===== config.mk =====
export PLATFORM = sky130hd
export DESIGN_NAME = gpio_interrupt_and_led_select
export DESIGN_NICKNAME = d
export VERILOG_FILES = /design/src/include/pin_irq_led_pkg.sv /design/src/design/gpio_interrupt_and_led_select.sv /design/src/design/pin_level_filter.sv
export SDC_FILE = /design/constraint.sdc
export NUM_CORES = 1
export LEC_CHECK = 0
export ABC_CLOCK_PERIOD_IN_PS = 2110
export BUFFER_PORTS_ARGS = -buffer_cell sky130_fd_sc_hd__buf_2
export CAP_MARGIN = 10
export CORE_ASPECT_RATIO = 1.1
export CORE_UTILIZATION = 30
export CTS_CLUSTER_SIZE = 10
export DETAILED_ROUTE_END_ITERATION = 6
export GPL_ROUTABILITY_DRIVEN = 0
export SLEW_MARGIN = 30
export SYNTH_ARGS = -nofsm -noshare
export SYNTH_HDL_FRONTEND = slang
export SYNTH_SLANG_ARGS = --single-unit

===== constraint.sdc =====
create_clock -name clk -period 2.11 [get_ports clk]
set_clock_uncertainty 0.2 [all_clocks]
set_input_delay 0.1055 -clock clk [delete_from_list [all_inputs] [get_ports clk]]
set_output_delay 0.1055 -clock clk [all_outputs]
set_load 0.005 [all_outputs]

===== src/include/pin_irq_led_pkg.sv =====
package pin_irq_led_pkg;
  localparam int          ADDR_W           = 12;
  localparam logic [11:0] LED_PIN_CONFIGURATION_OFFSET   = 12'h01bc;
  localparam logic [11:0] PIN_IRQ_OFFSET   = 12'h01e8;
  localparam logic [11:0] SYS_STATUS_OFFSET = 12'h0100;
  localparam logic [11:0] SYS_ENABLE_OFFSET = 12'h0104;
  localparam logic [11:0] PIN_POL_OFFSET   = 12'h0108;
  localparam int          STATUS_LSB       = 0;
  localparam int          ENABLE_LSB       = 16;
  localparam int          SELECT_LSB       = 0;
  localparam int          INDICATION_LSB   = 8;
  localparam int          SYS_PIN_BIT      = 12;
  localparam logic [11:0] ENABLE_RESET     = 12'h0000;
  localparam logic [11:0] POL_RESET        = 12'h0fff;
  localparam int          CLK_PERIOD_NS    = 20;
  localparam int          MIN_PULSE_NS     = 40;
  // Longer than 40 ns: cycles covering it, plus one so the level must outlast it
  localparam int          MIN_PULSE_CYC    = MIN_PULSE_NS / CLK_PERIOD_NS + 1;
  localparam int          BLINK_DIV        = 5000000;
  typedef enum logic [1:0] {IND_LINK, IND_ACT, IND_BLINK, IND_OFF} indication_t;
endpackage


===== src/design/gpio_interrupt_and_led_select.sv =====
module gpio_interrupt_and_led_select
  import pin_irq_led_pkg::*;
#(
  parameter int PINS    = 12,
  parameter int LEDS    = 8,
  parameter int BLINK_N = BLINK_DIV
) (
  // Clock and reset
  input  wire logic              clk,
  input  wire logic              sys_rst,
  // Register port
  input  wire logic [ADDR_W-1:0] addr,
  input  wire logic [31:0]       wdata,
  input  wire logic              wr_en,
  input  wire logic              rd_en,
  output logic      [31:0]       rdata,
  // Straps and loader override
  input  wire logic [1:0]        indication_select_strap,
  input  wire logic [7:0]        pin_select_strap,
  input  wire logic              loader_valid,
  input  wire logic [1:0]        loader_indication,
  input  wire logic [7:0]        loader_pin_select,
  // Pins and LED sources
  input  wire logic [PINS-1:0]   pin_in,
  input  wire logic [LEDS-1:0]   led_link,
  input  wire logic [LEDS-1:0]   led_activity,
  input  wire logic [LEDS-1:0]   gpio_out,
  output logic      [LEDS-1:0]   pin_out,
  output logic      [LEDS-1:0]   led_mode,
  // Interrupts
  output logic                   irq
);
  // Synchroniser, polarity and filter
  logic [PINS-1:0] sync1;
  logic [PINS-1:0] sync2;
  logic [PINS-1:0] polarity;
  logic [PINS-1:0] next_polarity;
  logic [PINS-1:0] active;
  logic [PINS-1:0] pin_event;

  // Pin interrupt state
  logic [PINS-1:0] status;
  logic [PINS-1:0] next_status;
  logic [PINS-1:0] clear_mask;
  logic [PINS-1:0] enable;
  logic [PINS-1:0] next_enable;
  logic            sys_pin_enable;
  logic            next_sys_pin_enable;
  logic            sys_status;
  logic            next_sys_status;
  logic            pin_summary;

  // LED configuration
  logic [7:0]      led_pin_select;
  logic [7:0]      next_pin_select;
  logic [1:0]      led_indication_select;
  logic [1:0]      next_indication;
  logic            strap_pending;
  logic            next_strap_pending;

  // Register port decode
  logic            wr_led_pin_configuration;
  logic            wr_pin_irq;
  logic            wr_sys_enable;
  logic            wr_pin_pol;
  logic            rd_sys_status;
  logic [31:0]     next_rdata;

  // Blink divider and LED drive
  logic [31:0]     blink_count;
  logic            blink_tick;
  logic            blink;
  logic [LEDS-1:0] indication;
  logic [LEDS-1:0] next_pin_out;

  // Full-address compare used by every decode; a partial decode would
  // alias registers onto unmapped offsets that must read as zero
  function automatic logic reg_hit(input logic [ADDR_W-1:0] a,
                                   input logic [ADDR_W-1:0] offset);
    reg_hit = (a == offset);
  endfunction

  // Pins come from outside the clock domain: two flip-flops first.
  // Only sync2 is read downstream; sync1 may be metastable for a cycle.
  // Costs two cycles of latency before the glitch filter starts counting.
  always_ff @(posedge clk) begin
    if (sys_rst) begin
      sync1 <= '0;
      sync2 <= '0;
    end else begin
      sync1 <= pin_in;
      sync2 <= sync1;
    end
  end

  // Active level per pin follows the polarity register.
  // Reset polarity is all ones, so a high pin is active by default;
  // software flips a bit to treat a low level as the active one.
  assign active = ~(sync2 ^ polarity);

  // One glitch filter per pin. Each restarts on any gap, so bounces never
  // add up across separate short pulses into a false event.
  genvar i;
  generate
    for (i = 0; i < PINS; i++) begin : g_filter
      pin_level_filter #(
        .HOLD (MIN_PULSE_CYC)
      ) u_filter (
        .clk         (clk),
        .sys_rst     (sys_rst),
        .level       (active[i]),
        .event_pulse (pin_event[i])
      );
    end
  endgenerate

  // Address decode: full compare, so aliases of a register read as unmapped
  assign wr_led_pin_configuration    = wr_en && reg_hit(addr, LED_PIN_CONFIGURATION_OFFSET);
  assign wr_pin_irq    = wr_en && reg_hit(addr, PIN_IRQ_OFFSET);
  assign wr_sys_enable = wr_en && reg_hit(addr, SYS_ENABLE_OFFSET);
  assign wr_pin_pol    = wr_en && reg_hit(addr, PIN_POL_OFFSET);
  assign rd_sys_status = rd_en && reg_hit(addr, SYS_STATUS_OFFSET);

  // Write-one-to-clear mask; zero bits in the write leave status alone
  assign clear_mask = wr_pin_irq ? wdata[STATUS_LSB +: PINS] : '0;

  // Events are ORed in after the clear, so an event in the same cycle as
  // its clear survives and no interrupt is lost; the enable is not used
  // here on purpose, a disabled pin still records its events
  assign next_status = (status & ~clear_mask) | pin_event;

  // Per-pin status register
  always_ff @(posedge clk) begin
    if (sys_rst) begin
      status <= '0;
    end else begin
      status <= next_status;
    end
  end

  // Enables take the upper half of a write to the status and enable word;
  // the status half of the same write only clears, it never sets
  always_comb begin
    next_enable = enable;
    if (wr_pin_irq) begin
      next_enable = wdata[ENABLE_LSB +: PINS];
    end
  end

  // Per-pin enables reset to zero
  always_ff @(posedge clk) begin
    if (sys_rst) begin
      enable <= ENABLE_RESET;
    end else begin
      enable <= next_enable;
    end
  end

  // Polarity so either level may be the active one. Changing it while a
  // pin is steady can raise an event once the filter has seen the new level.
  always_comb begin
    next_polarity = polarity;
    if (wr_pin_pol) begin
      next_polarity = wdata[PINS-1:0];
    end
  end

  // Polarity register
  always_ff @(posedge clk) begin
    if (sys_rst) begin
      polarity <= POL_RESET;
    end else begin
      polarity <= next_polarity;
    end
  end

  // Enabled status bits fold into one system status bit; a disabled pin
  // keeps its status but no longer holds the summary up
  assign pin_summary = |(status & enable);

  // System status bit 12 is sticky and cleared by its read; the summary
  // wins over a same-cycle read so a pending source keeps the bit up
  always_comb begin
    next_sys_status = sys_status;
    if (pin_summary) begin
      next_sys_status = 1'b1;
    end else if (rd_sys_status) begin
      next_sys_status = 1'b0;
    end
  end

  // System status register
  always_ff @(posedge clk) begin
    if (sys_rst) begin
      sys_status <= 1'b0;
    end else begin
      sys_status <= next_sys_status;
    end
  end

  // System enable mask of the same layout; other bits are not stored
  always_comb begin
    next_sys_pin_enable = sys_pin_enable;
    if (wr_sys_enable) begin
      next_sys_pin_enable = wdata[SYS_PIN_BIT];
    end
  end

  // System enable register
  always_ff @(posedge clk) begin
    if (sys_rst) begin
      sys_pin_enable <= 1'b0;
    end else begin
      sys_pin_enable <= next_sys_pin_enable;
    end
  end

  // Level interrupt needs both the system and per-pin enables. It comes
  // straight from two flops, so it cannot glitch between clock edges; a
  // read that clears the status drops it in the following cycle.
  assign irq = sys_status && sys_pin_enable;

  // Straps are caught by the first clock after reset release, then the
  // loader may overwrite them as new defaults; a host write in that first
  // cycle is lost, and the loader beats a host write in the same cycle
  always_comb begin
    next_strap_pending = 1'b0;
    next_pin_select    = led_pin_select;
    next_indication    = led_indication_select;
    if (strap_pending) begin
      next_pin_select = pin_select_strap;
      next_indication = indication_select_strap;
    end else if (loader_valid) begin
      next_pin_select = loader_pin_select;
      next_indication = loader_indication;
    end else if (wr_led_pin_configuration) begin
      next_pin_select = wdata[SELECT_LSB +: 8];
      next_indication = wdata[INDICATION_LSB +: 2];
    end
  end

  // Strap capture flag, set by reset and dropped after one cycle
  always_ff @(posedge clk) begin
    if (sys_rst) begin
      strap_pending <= 1'b1;
    end else begin
      strap_pending <= next_strap_pending;
    end
  end

  // Pin-select field; all pins stay general purpose until the straps land
  always_ff @(posedge clk) begin
    if (sys_rst) begin
      led_pin_select <= '0;
    end else begin
      led_pin_select <= next_pin_select;
    end
  end

  // Indication field
  always_ff @(posedge clk) begin
    if (sys_rst) begin
      led_indication_select <= '0;
    end else begin
      led_indication_select <= next_indication;
    end
  end

  // Divider count; the slow rate leaves it only as a one-cycle tick.
  // The count is wide enough for the default divide of five million.
  always_ff @(posedge clk) begin
    if (sys_rst || blink_tick) begin
      blink_count <= '0;
    end else begin
      blink_count <= blink_count + 32'h0000_0001;
    end
  end

  // One-cycle enable at the end of each divider period
  assign blink_tick = (blink_count == 32'(BLINK_N - 1));

  // Blink level flips on each tick; it is shared by all LED pins
  always_ff @(posedge clk) begin
    if (sys_rst) begin
      blink <= 1'b0;
    end else if (blink_tick) begin
      blink <= ~blink;
    end
  end

  // Indication chosen by the two-bit function field; code 3 keeps it dark
  always_comb begin
    case (indication_t'(led_indication_select))
      IND_LINK:  indication = led_link;
      IND_ACT:   indication = led_link & ~led_activity;
      IND_BLINK: indication = led_link & {LEDS{blink}};
      default:   indication = '0;
    endcase
  end

  // Function applies only on LED-selected pins; others carry GPIO data.
  // Per-bit mux, so re-selecting one pin never disturbs its neighbours.
  assign next_pin_out = (indication & led_pin_select) | (gpio_out & ~led_pin_select);

  // Registered pin drive and mode
  always_ff @(posedge clk) begin
    if (sys_rst) begin
      pin_out  <= '0;
      led_mode <= '0;
    end else begin
      pin_out  <= next_pin_out;
      led_mode <= led_pin_select;
    end
  end

  // Read mux, unmapped addresses read zero; reserved bits read zero too
  always_comb begin
    next_rdata = 32'h0000_0000;
    if (reg_hit(addr, PIN_IRQ_OFFSET)) begin
      next_rdata[ENABLE_LSB +: PINS] = enable;
      next_rdata[STATUS_LSB +: PINS] = status;
    end else if (reg_hit(addr, LED_PIN_CONFIGURATION_OFFSET)) begin
      next_rdata[INDICATION_LSB +: 2] = led_indication_select;
      next_rdata[SELECT_LSB +: 8]     = led_pin_select;
    end else if (reg_hit(addr, SYS_STATUS_OFFSET)) begin
      next_rdata[SYS_PIN_BIT] = sys_status;
    end else if (reg_hit(addr, SYS_ENABLE_OFFSET)) begin
      next_rdata[SYS_PIN_BIT] = sys_pin_enable;
    end else if (reg_hit(addr, PIN_POL_OFFSET)) begin
      next_rdata[PINS-1:0] = polarity;
    end
  end

  // Read data stands one cycle after the strobe only, zero otherwise,
  // so a stale word can never be mistaken for a fresh answer
  always_ff @(posedge clk) begin
    if (sys_rst) begin
      rdata <= '0;
    end else if (rd_en) begin
      rdata <= next_rdata;
    end else begin
      rdata <= '0;
    end
  end
endmodule


===== src/design/pin_level_filter.sv =====
// Qualifies one active-high pin level; fires once when it lasts long enough
module pin_level_filter
  import pin_irq_led_pkg::*;
#(
  parameter int HOLD = MIN_PULSE_CYC
) (
  // Clock and reset
  input  wire logic clk,
  input  wire logic sys_rst,
  // Synchronised active level
  input  wire logic level,
  // One-cycle event
  output logic      event_pulse
);
  logic [3:0] count;
  logic       fired;

  // Count consecutive active cycles; shorter pulses restart the count
  always_ff @(posedge clk) begin
    if (sys_rst || !level) begin
      count <= 4'h0;
      fired <= 1'b0;
    end else if (count != HOLD[3:0]) begin
      count <= count + 4'h1;
    end else begin
      fired <= 1'b1;
    end
  end

  assign event_pulse = level && (count == HOLD[3:0]) && !fired;
endmodule


==> results.md, run 1 <==
* Outcome: finished, violations left
* Failing checks: hold timing, setup timing
* Worst Tran Pin Value at 0.698 ns
* Core ar. at roughly 29,000 sq um
* Seq. cell area at 4160 sq um
* Initial antenna violation count at 1
* Post-synthesis sequential area ratio at 0.475
* Skew-Pair Late Insertion Delay at 0.52 ns
* DRC at 0
* First-pass GRT wire length at 40.1 mm
* Crit path depth at 5
* Multi-input gate area at 4430 sq um
* Total die area at ~30,000 sq um
* Post-synth EDFFs at 0
* # setup viols final at 3
* Async set-reset flop share out of synthesis at 0
* Startpoint class of the critical path: flip-flop
* Crit path time final at about 2.1 ns
* Routed vias at between 7,000 and 8,000
* Final wirelength at 26.1 mm
* Worst r2r src: blink_count[5]$_SDFF_PP0_
* Die Wd at 165 microns
* Crit. End Element: flip-flop
* Grt ovf at 0
* Main area contributors after synthesis: dfxtp_1, nor2_1, mux2i_1, xor2_1, a21oi_1
* Library cells used by synthesis at 58
* CTS Buffer Depth at 3
* R2R Path End: blink_count[24]$_SDFF_PP0_
* N_diodes at 0
* Largest net degree at the start of global routing at 63
* CTS Sinks at around 210
* Hold WC Path Type: in2reg
* Max Fclk at around 470 MHz
* Hold-fix buffers, CTS at 101
* Starting Density at 0.305
* Leakage Power at 4.81 nW
* IO buf count at between 100 and 150
* Dominant cell type by area after synthesis: dfxtp_1
* FP Rows at 65
* Setup CP Type: reg2reg
* Hold Violations, Final at 2
* CP Max Fanout at 9
* Worst-path clk slew at 0.06 ns
* Reg2reg setup slack at -0.004 ns
* Number of global-route vias before repair at between 7,000 and 8,000
* Dpl ws at -0.101 ns
* Post-synth top area share at 0.475
* Max VDD drop at roughly 0.00058 V
* 1st-pass router iterations at 4
* H-tree depth at 1
* Final TNS setup at -0.00658 ns
* Max Slew Vio Count at 0
* CP Cell Sequence: nand4_1 > buf_4 > or4_4 > or4_1 > a21oi_1
* Area growth syn-to-layout at 38.9%
* Hold WS at -0.0777 ns
* Commonest non-fill, non-tap cell in the layout: dfxtp_1
* Synth Instances at 945
* Syn_area_per_cell at 9.23 sq um
* Drt wl/cell at between 15 and 20 microns
* Cell family with most CP delay: simple AND/OR/NAND/NOR gates
* GRT Total Usage at 0.171
* Layout net count at between 1,000 and 1,500
* PnR worst setup slack at -0.00393 ns
* Fin cells at 1,614
* Worst Setup SP: blink_count[5]$_SDFF_PP0_
* Critical path's largest stage delay at roughly 0.53 ns
* Yosys warnings at 0
* Final Util at 0.423
* Max_cap viols at 0
* Top Ports at 154
* Initial DRC Count at 491
* Commonest cells after routing, fill and taps aside: dfxtp_1, buf_2, nor2_1
* Clk root buf: clkbuf_16
* Routed Antenna Nets at 0
* CP required at 2.36 ns
* Worst Setup EP: blink_count[24]$_SDFF_PP0_
* Drt via density at 4.87
* CP bufs+invs at 1
* Synth Cell Area at 8720 sq um
* P per Cell Area at 696 nW/um^2
* Ys flop type: dfxtp_1
* CTS tree: built
* Final Cycle Share at 1.00
* Filler Cell Count at 2,821
* Cell total after placement at about 1,500
* Synth Register Bits at between 200 and 250
* RSZ-0062 raised after global routing: true
* Worst slew margin at 0.535
* Die Ht at 181 microns
* Critical-path top delay cell: or4_4
* R2R depth at 5
* HPWL Detailed at 18.0 mm
* Worst EP arrival at 2.36 ns
* Share of cells above drive strength 1 at 0.259
* Num CTS Buffers at 25
## through the flow
step | area, sq um | power (mW)
after floorplan | 8780 | 4.36
after global placement | 10200 | 4.61
after detailed placement | 10200 | 4.61
after CTS | 11900 | 8.50
after global routing | 12100 | 8.76
final | 12100 | 8.43
## registers in the layout, summed over array words and instances (netlist names), 12 cells and up
signal,flops
blink_count,32
enable,12
g_filter.u_filter.count,48
g_filter.u_filter.fired,12
polarity,12
rdata,25
status,12
sync1,12
sync2,12
## power by group
| group | internal, mW | switching (mW) |
|---|---|---|
| Combinational | 0.329 | 0.308 |
| Clock | 2.18 | 1.58 |
| Sequential | 3.98 | 0.0565 |
## worst reg2reg max path, stage by stage, from the launching register on
cell	delay [ns]
dfxtp_2	0.32
nand4_1	0.18
buf_4	0.20
or4_4	0.53
or4_1	0.48
a21oi_1	0.13
## logic make-up after synthesis
group / after synthesis / synth area share
XOR/XNOR: 50 / 0.0502
AND/OR/NAND/NOR: 395 / 0.243
multiplexers: 47 / 0.0557
flip-flops: 207 / 0.475
AO/OA/AOI/OAI: 160 / 0.118
adder cells (fa/ha/maj): 16 / 0.0230
other: 1 / 0.000430
buffers and inverters: 69 / 0.0341
## final cells by class
class / count / share of cell area
well taps: 368 / 0.0380
flip-flops and latches: 207 / 0.344
repair buffers: 317 / 0.192
inverters: 14 / 0.00434
clock inverters: 3 / 0.00155
clock buffers: 30 / 0.0548
multi-input cells: 675 / 0.366
## synth_stat cells (all sizes together) (17+ instances only)
cell and n:
clkbuf 38, xor2 34, o21ai 28, nand2b 24, nor2b 33, nor2 123
mux2i 35, buf 17, or4 20, nand2 53, and3 18, a21oi 56
dfxtp 207, nand3 27
## how the worst min path moves through the flow
stage	slack, ns	to	cells past startpoint	start
finish	-0.08	sys_pin_enable$_SDFFE_PP0P_	5	addr[0]
global route	-0.08	sys_pin_enable$_SDFFE_PP0P_	5	addr[10]
CTS	-0.09	sys_pin_enable$_SDFFE_PP0P_	5	addr[0]
detailed placement	0.13	sync1[4]$_SDFF_PP0_	2	pin_in[4]
global placement	0.13	sync1[3]$_SDFF_PP0_	2	pin_in[3]
floorplan	-0.07	strap_pending$_DFF_P_	0	sys_rst
## metal layers
metal,share of wire,global-route usage,vias to the layer above
li1,-,-,3919
met1,0.45,0.221,3683
met2,0.46,0.278,203
met3,0.054,0.0310,58
met4,0.034,0.0738,2
met5,0.00031,0,-
## what timing repair did
action,CTS,global route
endpoints found under the hold margin,81,2
gates resized for setup,2,33
pin swaps,1,13
endpoints found under the setup margin,4,46
setup buffers,1,7
gates cloned,0,1
Power figures use the tool's default switching activity.
==> run 2: changes to the inputs <==
--- a/config.mk
+++ b/config.mk
@@ -5,7 +5,7 @@
 export SDC_FILE = /design/constraint.sdc
 export NUM_CORES = 1
 export LEC_CHECK = 0
-export ABC_CLOCK_PERIOD_IN_PS = 2110
+export ABC_CLOCK_PERIOD_IN_PS = 2050
 export BUFFER_PORTS_ARGS = -buffer_cell sky130_fd_sc_hd__buf_2
 export CAP_MARGIN = 10
 export CORE_ASPECT_RATIO = 1.1
@@ -13,6 +13,7 @@
 export CTS_CLUSTER_SIZE = 10
 export DETAILED_ROUTE_END_ITERATION = 6
 export GPL_ROUTABILITY_DRIVEN = 0
+export SKIP_CTS_REPAIR_TIMING = 1
 export SLEW_MARGIN = 30
 export SYNTH_ARGS = -nofsm -noshare
 export SYNTH_HDL_FRONTEND = slang
==> constraint.sdc (replaced) <==
create_clock -name clk -period 2.05 [get_ports clk]
set_clock_uncertainty 0.2 [all_clocks]
set_input_delay 0.1025 -clock clk [delete_from_list [all_inputs] [get_ports clk]]
set_output_delay 0.1025 -clock clk [all_outputs]
set_load 0.005 [all_outputs]
==> run 2 against run 1 <==
  * The run still ends with hold timing, setup timing left
  * Utilization down 0.81 points
  * First-iteration DRC count down 0.81%
  * Clock power down 2%
  * Final cell count down 1.4%
  * Setup slack worse by 0.027 ns
  * Global-route usage down 1.1 points
  * Sequential power up 3%
  * Clock-buffer cell count down 3
  * Power up 0.72%
  * Die area unchanged
  * Design area down 1.9%
  * Largest cell class unchanged
  * Highest routed layer is now met4
==> results.md, run 2 (synthesized netlist as in run 1, its figures left out) <==
* CP Cell Sequence: nand4_1 > buf_4 > or4_1 > or4_4 > a21oi_2
* 1st-pass router iterations at 5 (+1)
* Share of cells above drive strength 1 at 0.262 (+0.00242)
* H-tree depth at 1 (unchanged)
* DRC at 0 (unchanged)
* Die Wd at 165 microns (unchanged)
* Max Fclk at 481 MHz (+1.6%)
* CTS Buffer Depth at 3 (unchanged)
* P per Cell Area at 715 nW/um^2 (+2.7%)
* Critical path's largest stage delay at 0.46 ns (-0.07 ns)
* CTS Sinks at 207 (unchanged)
* IO buf count at 139 (unchanged)
* Reg2reg setup slack at -0.03 ns (-0.03 ns)
* Worst Setup EP: blink_count[29]$_SDFF_PP0_
* Skew-Pair Late Insertion Delay at 0.51 ns (about the same)
* Area growth syn-to-layout at 36.3%
* Grt ovf at 0 (unchanged)
* CP required at 2.30 ns (-0.06 ns)
* Final wirelength at 25.2 mm (-3.4%)
* HPWL Detailed at 18.2 mm (+1.0%)
* RSZ-0062 raised after global routing: true
* Max_cap viols at 0 (unchanged)
* Worst-path clk slew at 0.06 ns (about the same)
* Final Cycle Share at 1.02 (+0.0133)
* Core ar. at 28,600 sq um (unchanged)
* Worst slew margin at 0.597 (+0.0619)
* Power Total at 8.49 mW (+0.72%)
* Die Ht at 181 microns (unchanged)
* Leakage Power at 4.68 nW (-2.8%)
* CP Max Fanout at 4 (-5)
* Max reg flops at 48 (unchanged)
* CTS tree: built
* GRT Total Usage at 0.160 (-0.0111)
* Hold WS at -0.0852 ns (-0.00742 ns)
* Clk root buf: clkbuf_16
* Failing checks: hold timing, setup timing
* HP Start: addr[10]
* FP Rows at 65 (unchanged)
* Crit. End Element: flip-flop
* Biggest registers after layout: g_filter.u_filter.count (48), blink_count (32), rdata (25)
* Routed vias at 7,764 (-1.3%)
* Drt wl/cell at 15.8 microns (-2.0%)
* Commonest non-fill, non-tap cell in the layout: dfxtp_1
* Initial antenna violation count at 1 (unchanged)
* # setup viols final at 2 (-1)
* Total die area at 29,800 sq um (unchanged)
* PnR worst setup slack at -0.0310 ns (-0.0271 ns)
* Drt via density at 4.88 (about the same)
* Worst EP arrival at 2.33 ns (-0.03 ns)
* Worst r2r src: blink_count[0]$_SDFF_PP0_
* R2R depth at 5 (unchanged)
* Startpoint class of the critical path: flip-flop
* Worst Setup SP: blink_count[0]$_SDFF_PP0_
* First-pass GRT wire length at 37.7 mm (-5.9%)
* Hold WC Path Type: in2reg
* Number of global-route vias before repair at 7,198 (-6.3%)
* Crit path time final at 2.08 ns (-0.0329 ns)
* Setup CP Type: reg2reg
* Hold Violations, Final at 5 (+3)
* Top reg by flops: g_filter.u_filter.count
* Commonest cells after routing, fill and taps aside: dfxtp_1, buf_2, nor2_1
* Num CTS Buffers at 25 (unchanged)
* Layout net count at 1,342 (-1.4%)
* Starting Density at 0.305 (unchanged)
* Initial DRC Count at 487 (-0.81%)
* Top Ports at 154 (unchanged)
* R2R Path End: blink_count[29]$_SDFF_PP0_
* Worst Tran Pin Value at 0.603 ns (-0.0951 ns)
* Critical-path top delay cell: or4_1
* Largest net degree at the start of global routing at 52 (-17%)
* Max VDD drop at 0.000683 V (+18%)
* Outcome: finished, violations left
* Routed Antenna Nets at 0 (unchanged)
* Max Slew Vio Count at 0 (unchanged)
-- run 2: cell types whose count changed in the layout (fill, tap and decap cells not counted), sizes merged --
cell,change
buf,+6
clkbuf,-4
clkinv,-1
diode,+1
dlygate4sd3,-24
-- run 2: cell type report --
cell class	count	area [sq um]
Tap cell	368	460
Inverter	14	52.6
Timing Repair Buffer	298	2140
Clock buffer	27	633
Fill cell	2777	16700
Clock inverter	2	13.8
Antenna cell	1	2.50
Sequential cell	207	4170
Multi-Input combinational cell	675	4420
-- run 2: worst min-delay path by stage --
| stage | end | slack (ns) | depth (start not counted) |
|---|---|---|---|
| after floorplan | strap_pending$_DFF_P_ | -0.07 | 0 |
| after global placement | status[11]$_SDFF_PP0_ | 0.12 | 2 |
| after detailed placement | sync1[11]$_SDFF_PP0_ | 0.11 | 2 |
| after CTS | sync1[11]$_SDFF_PP0_ | -0.40 | 2 |
| after global routing | rdata[12]$_SDFF_PP0_ | -0.07 | 5 |
| final | sys_pin_enable$_SDFFE_PP0P_ | -0.09 | 5 |
-- run 2: critical path: cells and delay by family, from the launching register on --
family	cells	cell delay, ns
AO/OA/AOI/OAI	1	0.12
buffers and inverters	1	0.22
AND/OR/NAND/NOR	3	1.12
flip-flops	1	0.36
-- run 2: power breakdown --
| group | internal [mW] | switching, mW |
|---|---|---|
| logic | 0.331 | 0.315 |
| clock network | 2.16 | 1.54 |
| registers | 4.09 | 0.0546 |
| total | 6.58 | 1.91 |
-- run 2: through the flow --
step                      utilization  TNS [ns]  setup WS (ns)  instances  area, sq um
after global routing            0.415    -0.925         -0.130       1591        11900
after global placement          0.361     -1.95         -0.121       1481        10300
after floorplan                     -    -0.245         -0.102        951         8810
final                           0.415   -0.0484        -0.0310       1592        11900
after detailed placement        0.361     -1.71         -0.131       1481        10300
after CTS                       0.384    -0.622         -0.121       1510        11000
-- run 2: per-layer routing --
metal | global-route usage | vias to the layer above | share of wire
met1 | 0.208 | 3648 | 0.45
met3 | 0.0275 | 43 | 0.053
met4 | 0.0422 | 0 | 0.023
met5 | 0 | - | 0
li1 | - | 3873 | -
met2 | 0.272 | 200 | 0.48
==> run 3: changes to the inputs <==
--- a/config.mk
+++ b/config.mk
@@ -7,12 +7,12 @@
 export LEC_CHECK = 0
 export ABC_CLOCK_PERIOD_IN_PS = 2050
 export BUFFER_PORTS_ARGS = -buffer_cell sky130_fd_sc_hd__buf_2
-export CAP_MARGIN = 10
 export CORE_ASPECT_RATIO = 1.1
 export CORE_UTILIZATION = 30
 export CTS_CLUSTER_SIZE = 10
 export DETAILED_ROUTE_END_ITERATION = 6
 export GPL_ROUTABILITY_DRIVEN = 0
+export HOLD_SLACK_MARGIN = 0.06
 export SKIP_CTS_REPAIR_TIMING = 1
 export SLEW_MARGIN = 30
 export SYNTH_ARGS = -nofsm -noshare
==> run 3 against run 2 <==
  * The run still ends with hold timing, setup timing left
  * Critical path depth unchanged
  * Utilization increased by 0.42 points
  * Largest power group unchanged
  * Sequential cell count did not move
  * Non-clock buffer count is 12 higher
  * Die area unchanged
  * First-iteration DRC count up 5.3%
==> results.md, run 3 (synthesized netlist as in run 1, its figures left out) <==
* Top reg by flops: g_filter.u_filter.count
* Flop pwr share at 0.487 (about the same)
* Max_cap viols at 0 (unchanged)
* Max Slew Vio Count at 0 (unchanged)
* Initial DRC Count at 513 (+5.3%)
* Largest net degree at the start of global routing at 52 (unchanged)
* WL met1 at 11.5 mm (+1.7%)
* Routed vias at 7,844 (+1.0%)
* Crit. End Element: flip-flop
* Dpl ws at -0.131 ns (unchanged)
* Grt ovf at 0 (unchanged)
* P per Cell Area at 709 nW/um^2 (-0.80%)
* Max Fclk at 479 MHz (-0.30%)
* Share of cells above drive strength 1 at 0.259 (-0.00254)
* Outcome: finished, violations left
* Final TNS setup at -0.0638 ns (-0.0154 ns)
* Power Total at 8.51 mW (+0.21%)
* Crit path time final at 2.09 ns (+0.00629 ns)
* H-tree depth at 1 (unchanged)
* Die Wd at 165 microns (unchanged)
* Failing checks: hold timing, setup timing
* Final Cycle Share at 1.02 (+0.00307)
* Starting Density at 0.305 (unchanged)
* Skew-Pair Late Insertion Delay at 0.51 ns (about the same)
* CP required at 2.30 ns (about the same)
* Leakage Power at 4.74 nW (+1.3%)
* Top sig layer: met4
* Worst EP arrival at 2.34 ns (about the same)
* Area growth syn-to-layout at 37.7%
* GRT Total Usage at 0.160 (unchanged)
* Worst slew margin at 0.594 (-0.00307)
* Reg2reg setup slack at -0.04 ns (about the same)
* DRC at 0 (unchanged)
* First-pass GRT wire length at 37.7 mm (unchanged)
* Max reg flops at 48 (unchanged)
* # setup viols final at 2 (unchanged)
* Max VDD drop at 0.000688 V (+0.76%)
* Drt via density at 4.89 (+0.27%)
* Number of global-route vias before repair at 7,198 (unchanged)
* Drt wl/cell at 15.8 microns (-0.16%)
* Worst Tran Pin Value at 0.607 ns (+0.00459 ns)
* Biggest registers after layout: g_filter.u_filter.count (48), blink_count (32), rdata (25)
* Routed Antenna Nets at 0 (unchanged)
* Internal at 6.60 mW (+0.24%)
* Final wirelength at 25.3 mm (+0.60%)
* Hold WS at -0.0737 ns (+0.0114 ns)
* Hold WC Path Type: in2reg
* CTS Buffer Depth at 3 (unchanged)
* Startpoint class of the critical path: flip-flop
* Clock share of power at 0.434 (about the same)
* Filler Cell Count at 2,767 (-0.36%)
* Die Ht at 181 microns (unchanged)
* Met2 wire len at 12.0 mm (+0.22%)
* Worst-path clk slew at 0.06 ns (about the same)
* Hold Violations, Final at 3 (-2)
* RSZ-0062 raised after global routing: true
* Combinational Power Share at 0.078 (+0.002)
* Total die area at 29,800 sq um (unchanged)
* PnR worst setup slack at -0.0373 ns (-0.00629 ns)
* HPWL Detailed at 18.2 mm (unchanged)
* CP Max Fanout at 4 (unchanged)
* Layout net count at 1,354 (+0.89%)
* CTS Sinks at 207 (unchanged)
* IO buf count at 139 (unchanged)
* Commonest non-fill, non-tap cell in the layout: dfxtp_1
* Setup CP Type: reg2reg
* CTS tree: built
* Top Ports at 154 (unchanged)
* Met3 routed WL at 1.19 mm (-11%)
* Core ar. at 28,600 sq um (unchanged)
* Clk root buf: clkbuf_16
* Initial antenna violation count at 1 (unchanged)
* Sw Ratio at 0.225 (-0.000303)
* Commonest cells after routing, fill and taps aside: dfxtp_1, buf_2, nor2_1
* NetSw at 1.91 mW (about the same)
* Num CTS Buffers at 25 (unchanged)
* FP Rows at 65 (unchanged)
* 1st-pass router iterations at 5 (unchanged)
run 3: cell count changes in the layout (fill, tap and decap cells not counted):
cell,change
dlygate4sd3_1,+12
run 3: worst max-delay path, stage by stage (launching register included):
cell	delay, ns
dfxtp_4	0.36
nand4_1	0.23
buf_4	0.22
or4_1	0.46
or4_4	0.43
a21oi_2	0.12
run 3: path summary, 6_finish.rpt:
path | startpoint | to | depth (start not counted)
max reg2reg | blink_count[0]$_SDFF_PP0_ | blink_count[29]$_SDFF_PP0_ | 5
min | addr[10] | sys_pin_enable$_SDFFE_PP0P_ | 5
max | blink_count[0]$_SDFF_PP0_ | blink_count[29]$_SDFF_PP0_ | 5
min reg2reg | sync1[9]$_SDFF_PP0_ | sync2[9]$_SDFF_PP0_ | 1
run 3: power by group through the flow:
stage	Sequential (mW)	Clock, mW	Combinational [mW]
6_report	4.15	3.70	0.666
5_1_grt	4.15	3.96	0.728
4_1_cts	4.15	3.80	0.522
3_5_place_dp	4.24	0	0.519
3_3_place_gp	4.24	0	0.517
2_1_floorplan	4.22	0	0.273
run 3: cell type report:
cell class / count / area [sq um] / area share
clock buffer: 27 / 633 / 0.0527
antenna: 1 / 2.50 / 0.000208
sequential: 207 / 4170 / 0.347
clock inverter: 2 / 13.8 / 0.00115
multi-input combinational: 675 / 4420 / 0.368
inverter: 14 / 52.6 / 0.00438
tap: 368 / 460 / 0.0383
timing repair buffer: 310 / 2260 / 0.188
run 3: metal layers:
metal / up-vias / global-route usage
met5: - / 0
met1: 3709 / 0.208
met4: 0 / 0.0422
li1: 3899 / -
met3: 49 / 0.0275
met2: 187 / 0.272
run 3: metrics by stage:
| stage | instance area [sq um] | std cells | utilization |
|---|---|---|---|
| floorplan | 8810 | 951 | - |
| global route | 12000 | 1603 | 0.419 |
| global placement | 10300 | 1481 | 0.361 |
| detailed placement | 10300 | 1481 | 0.361 |
| finish | 12000 | 1604 | 0.419 |
| CTS | 11000 | 1510 | 0.384 |
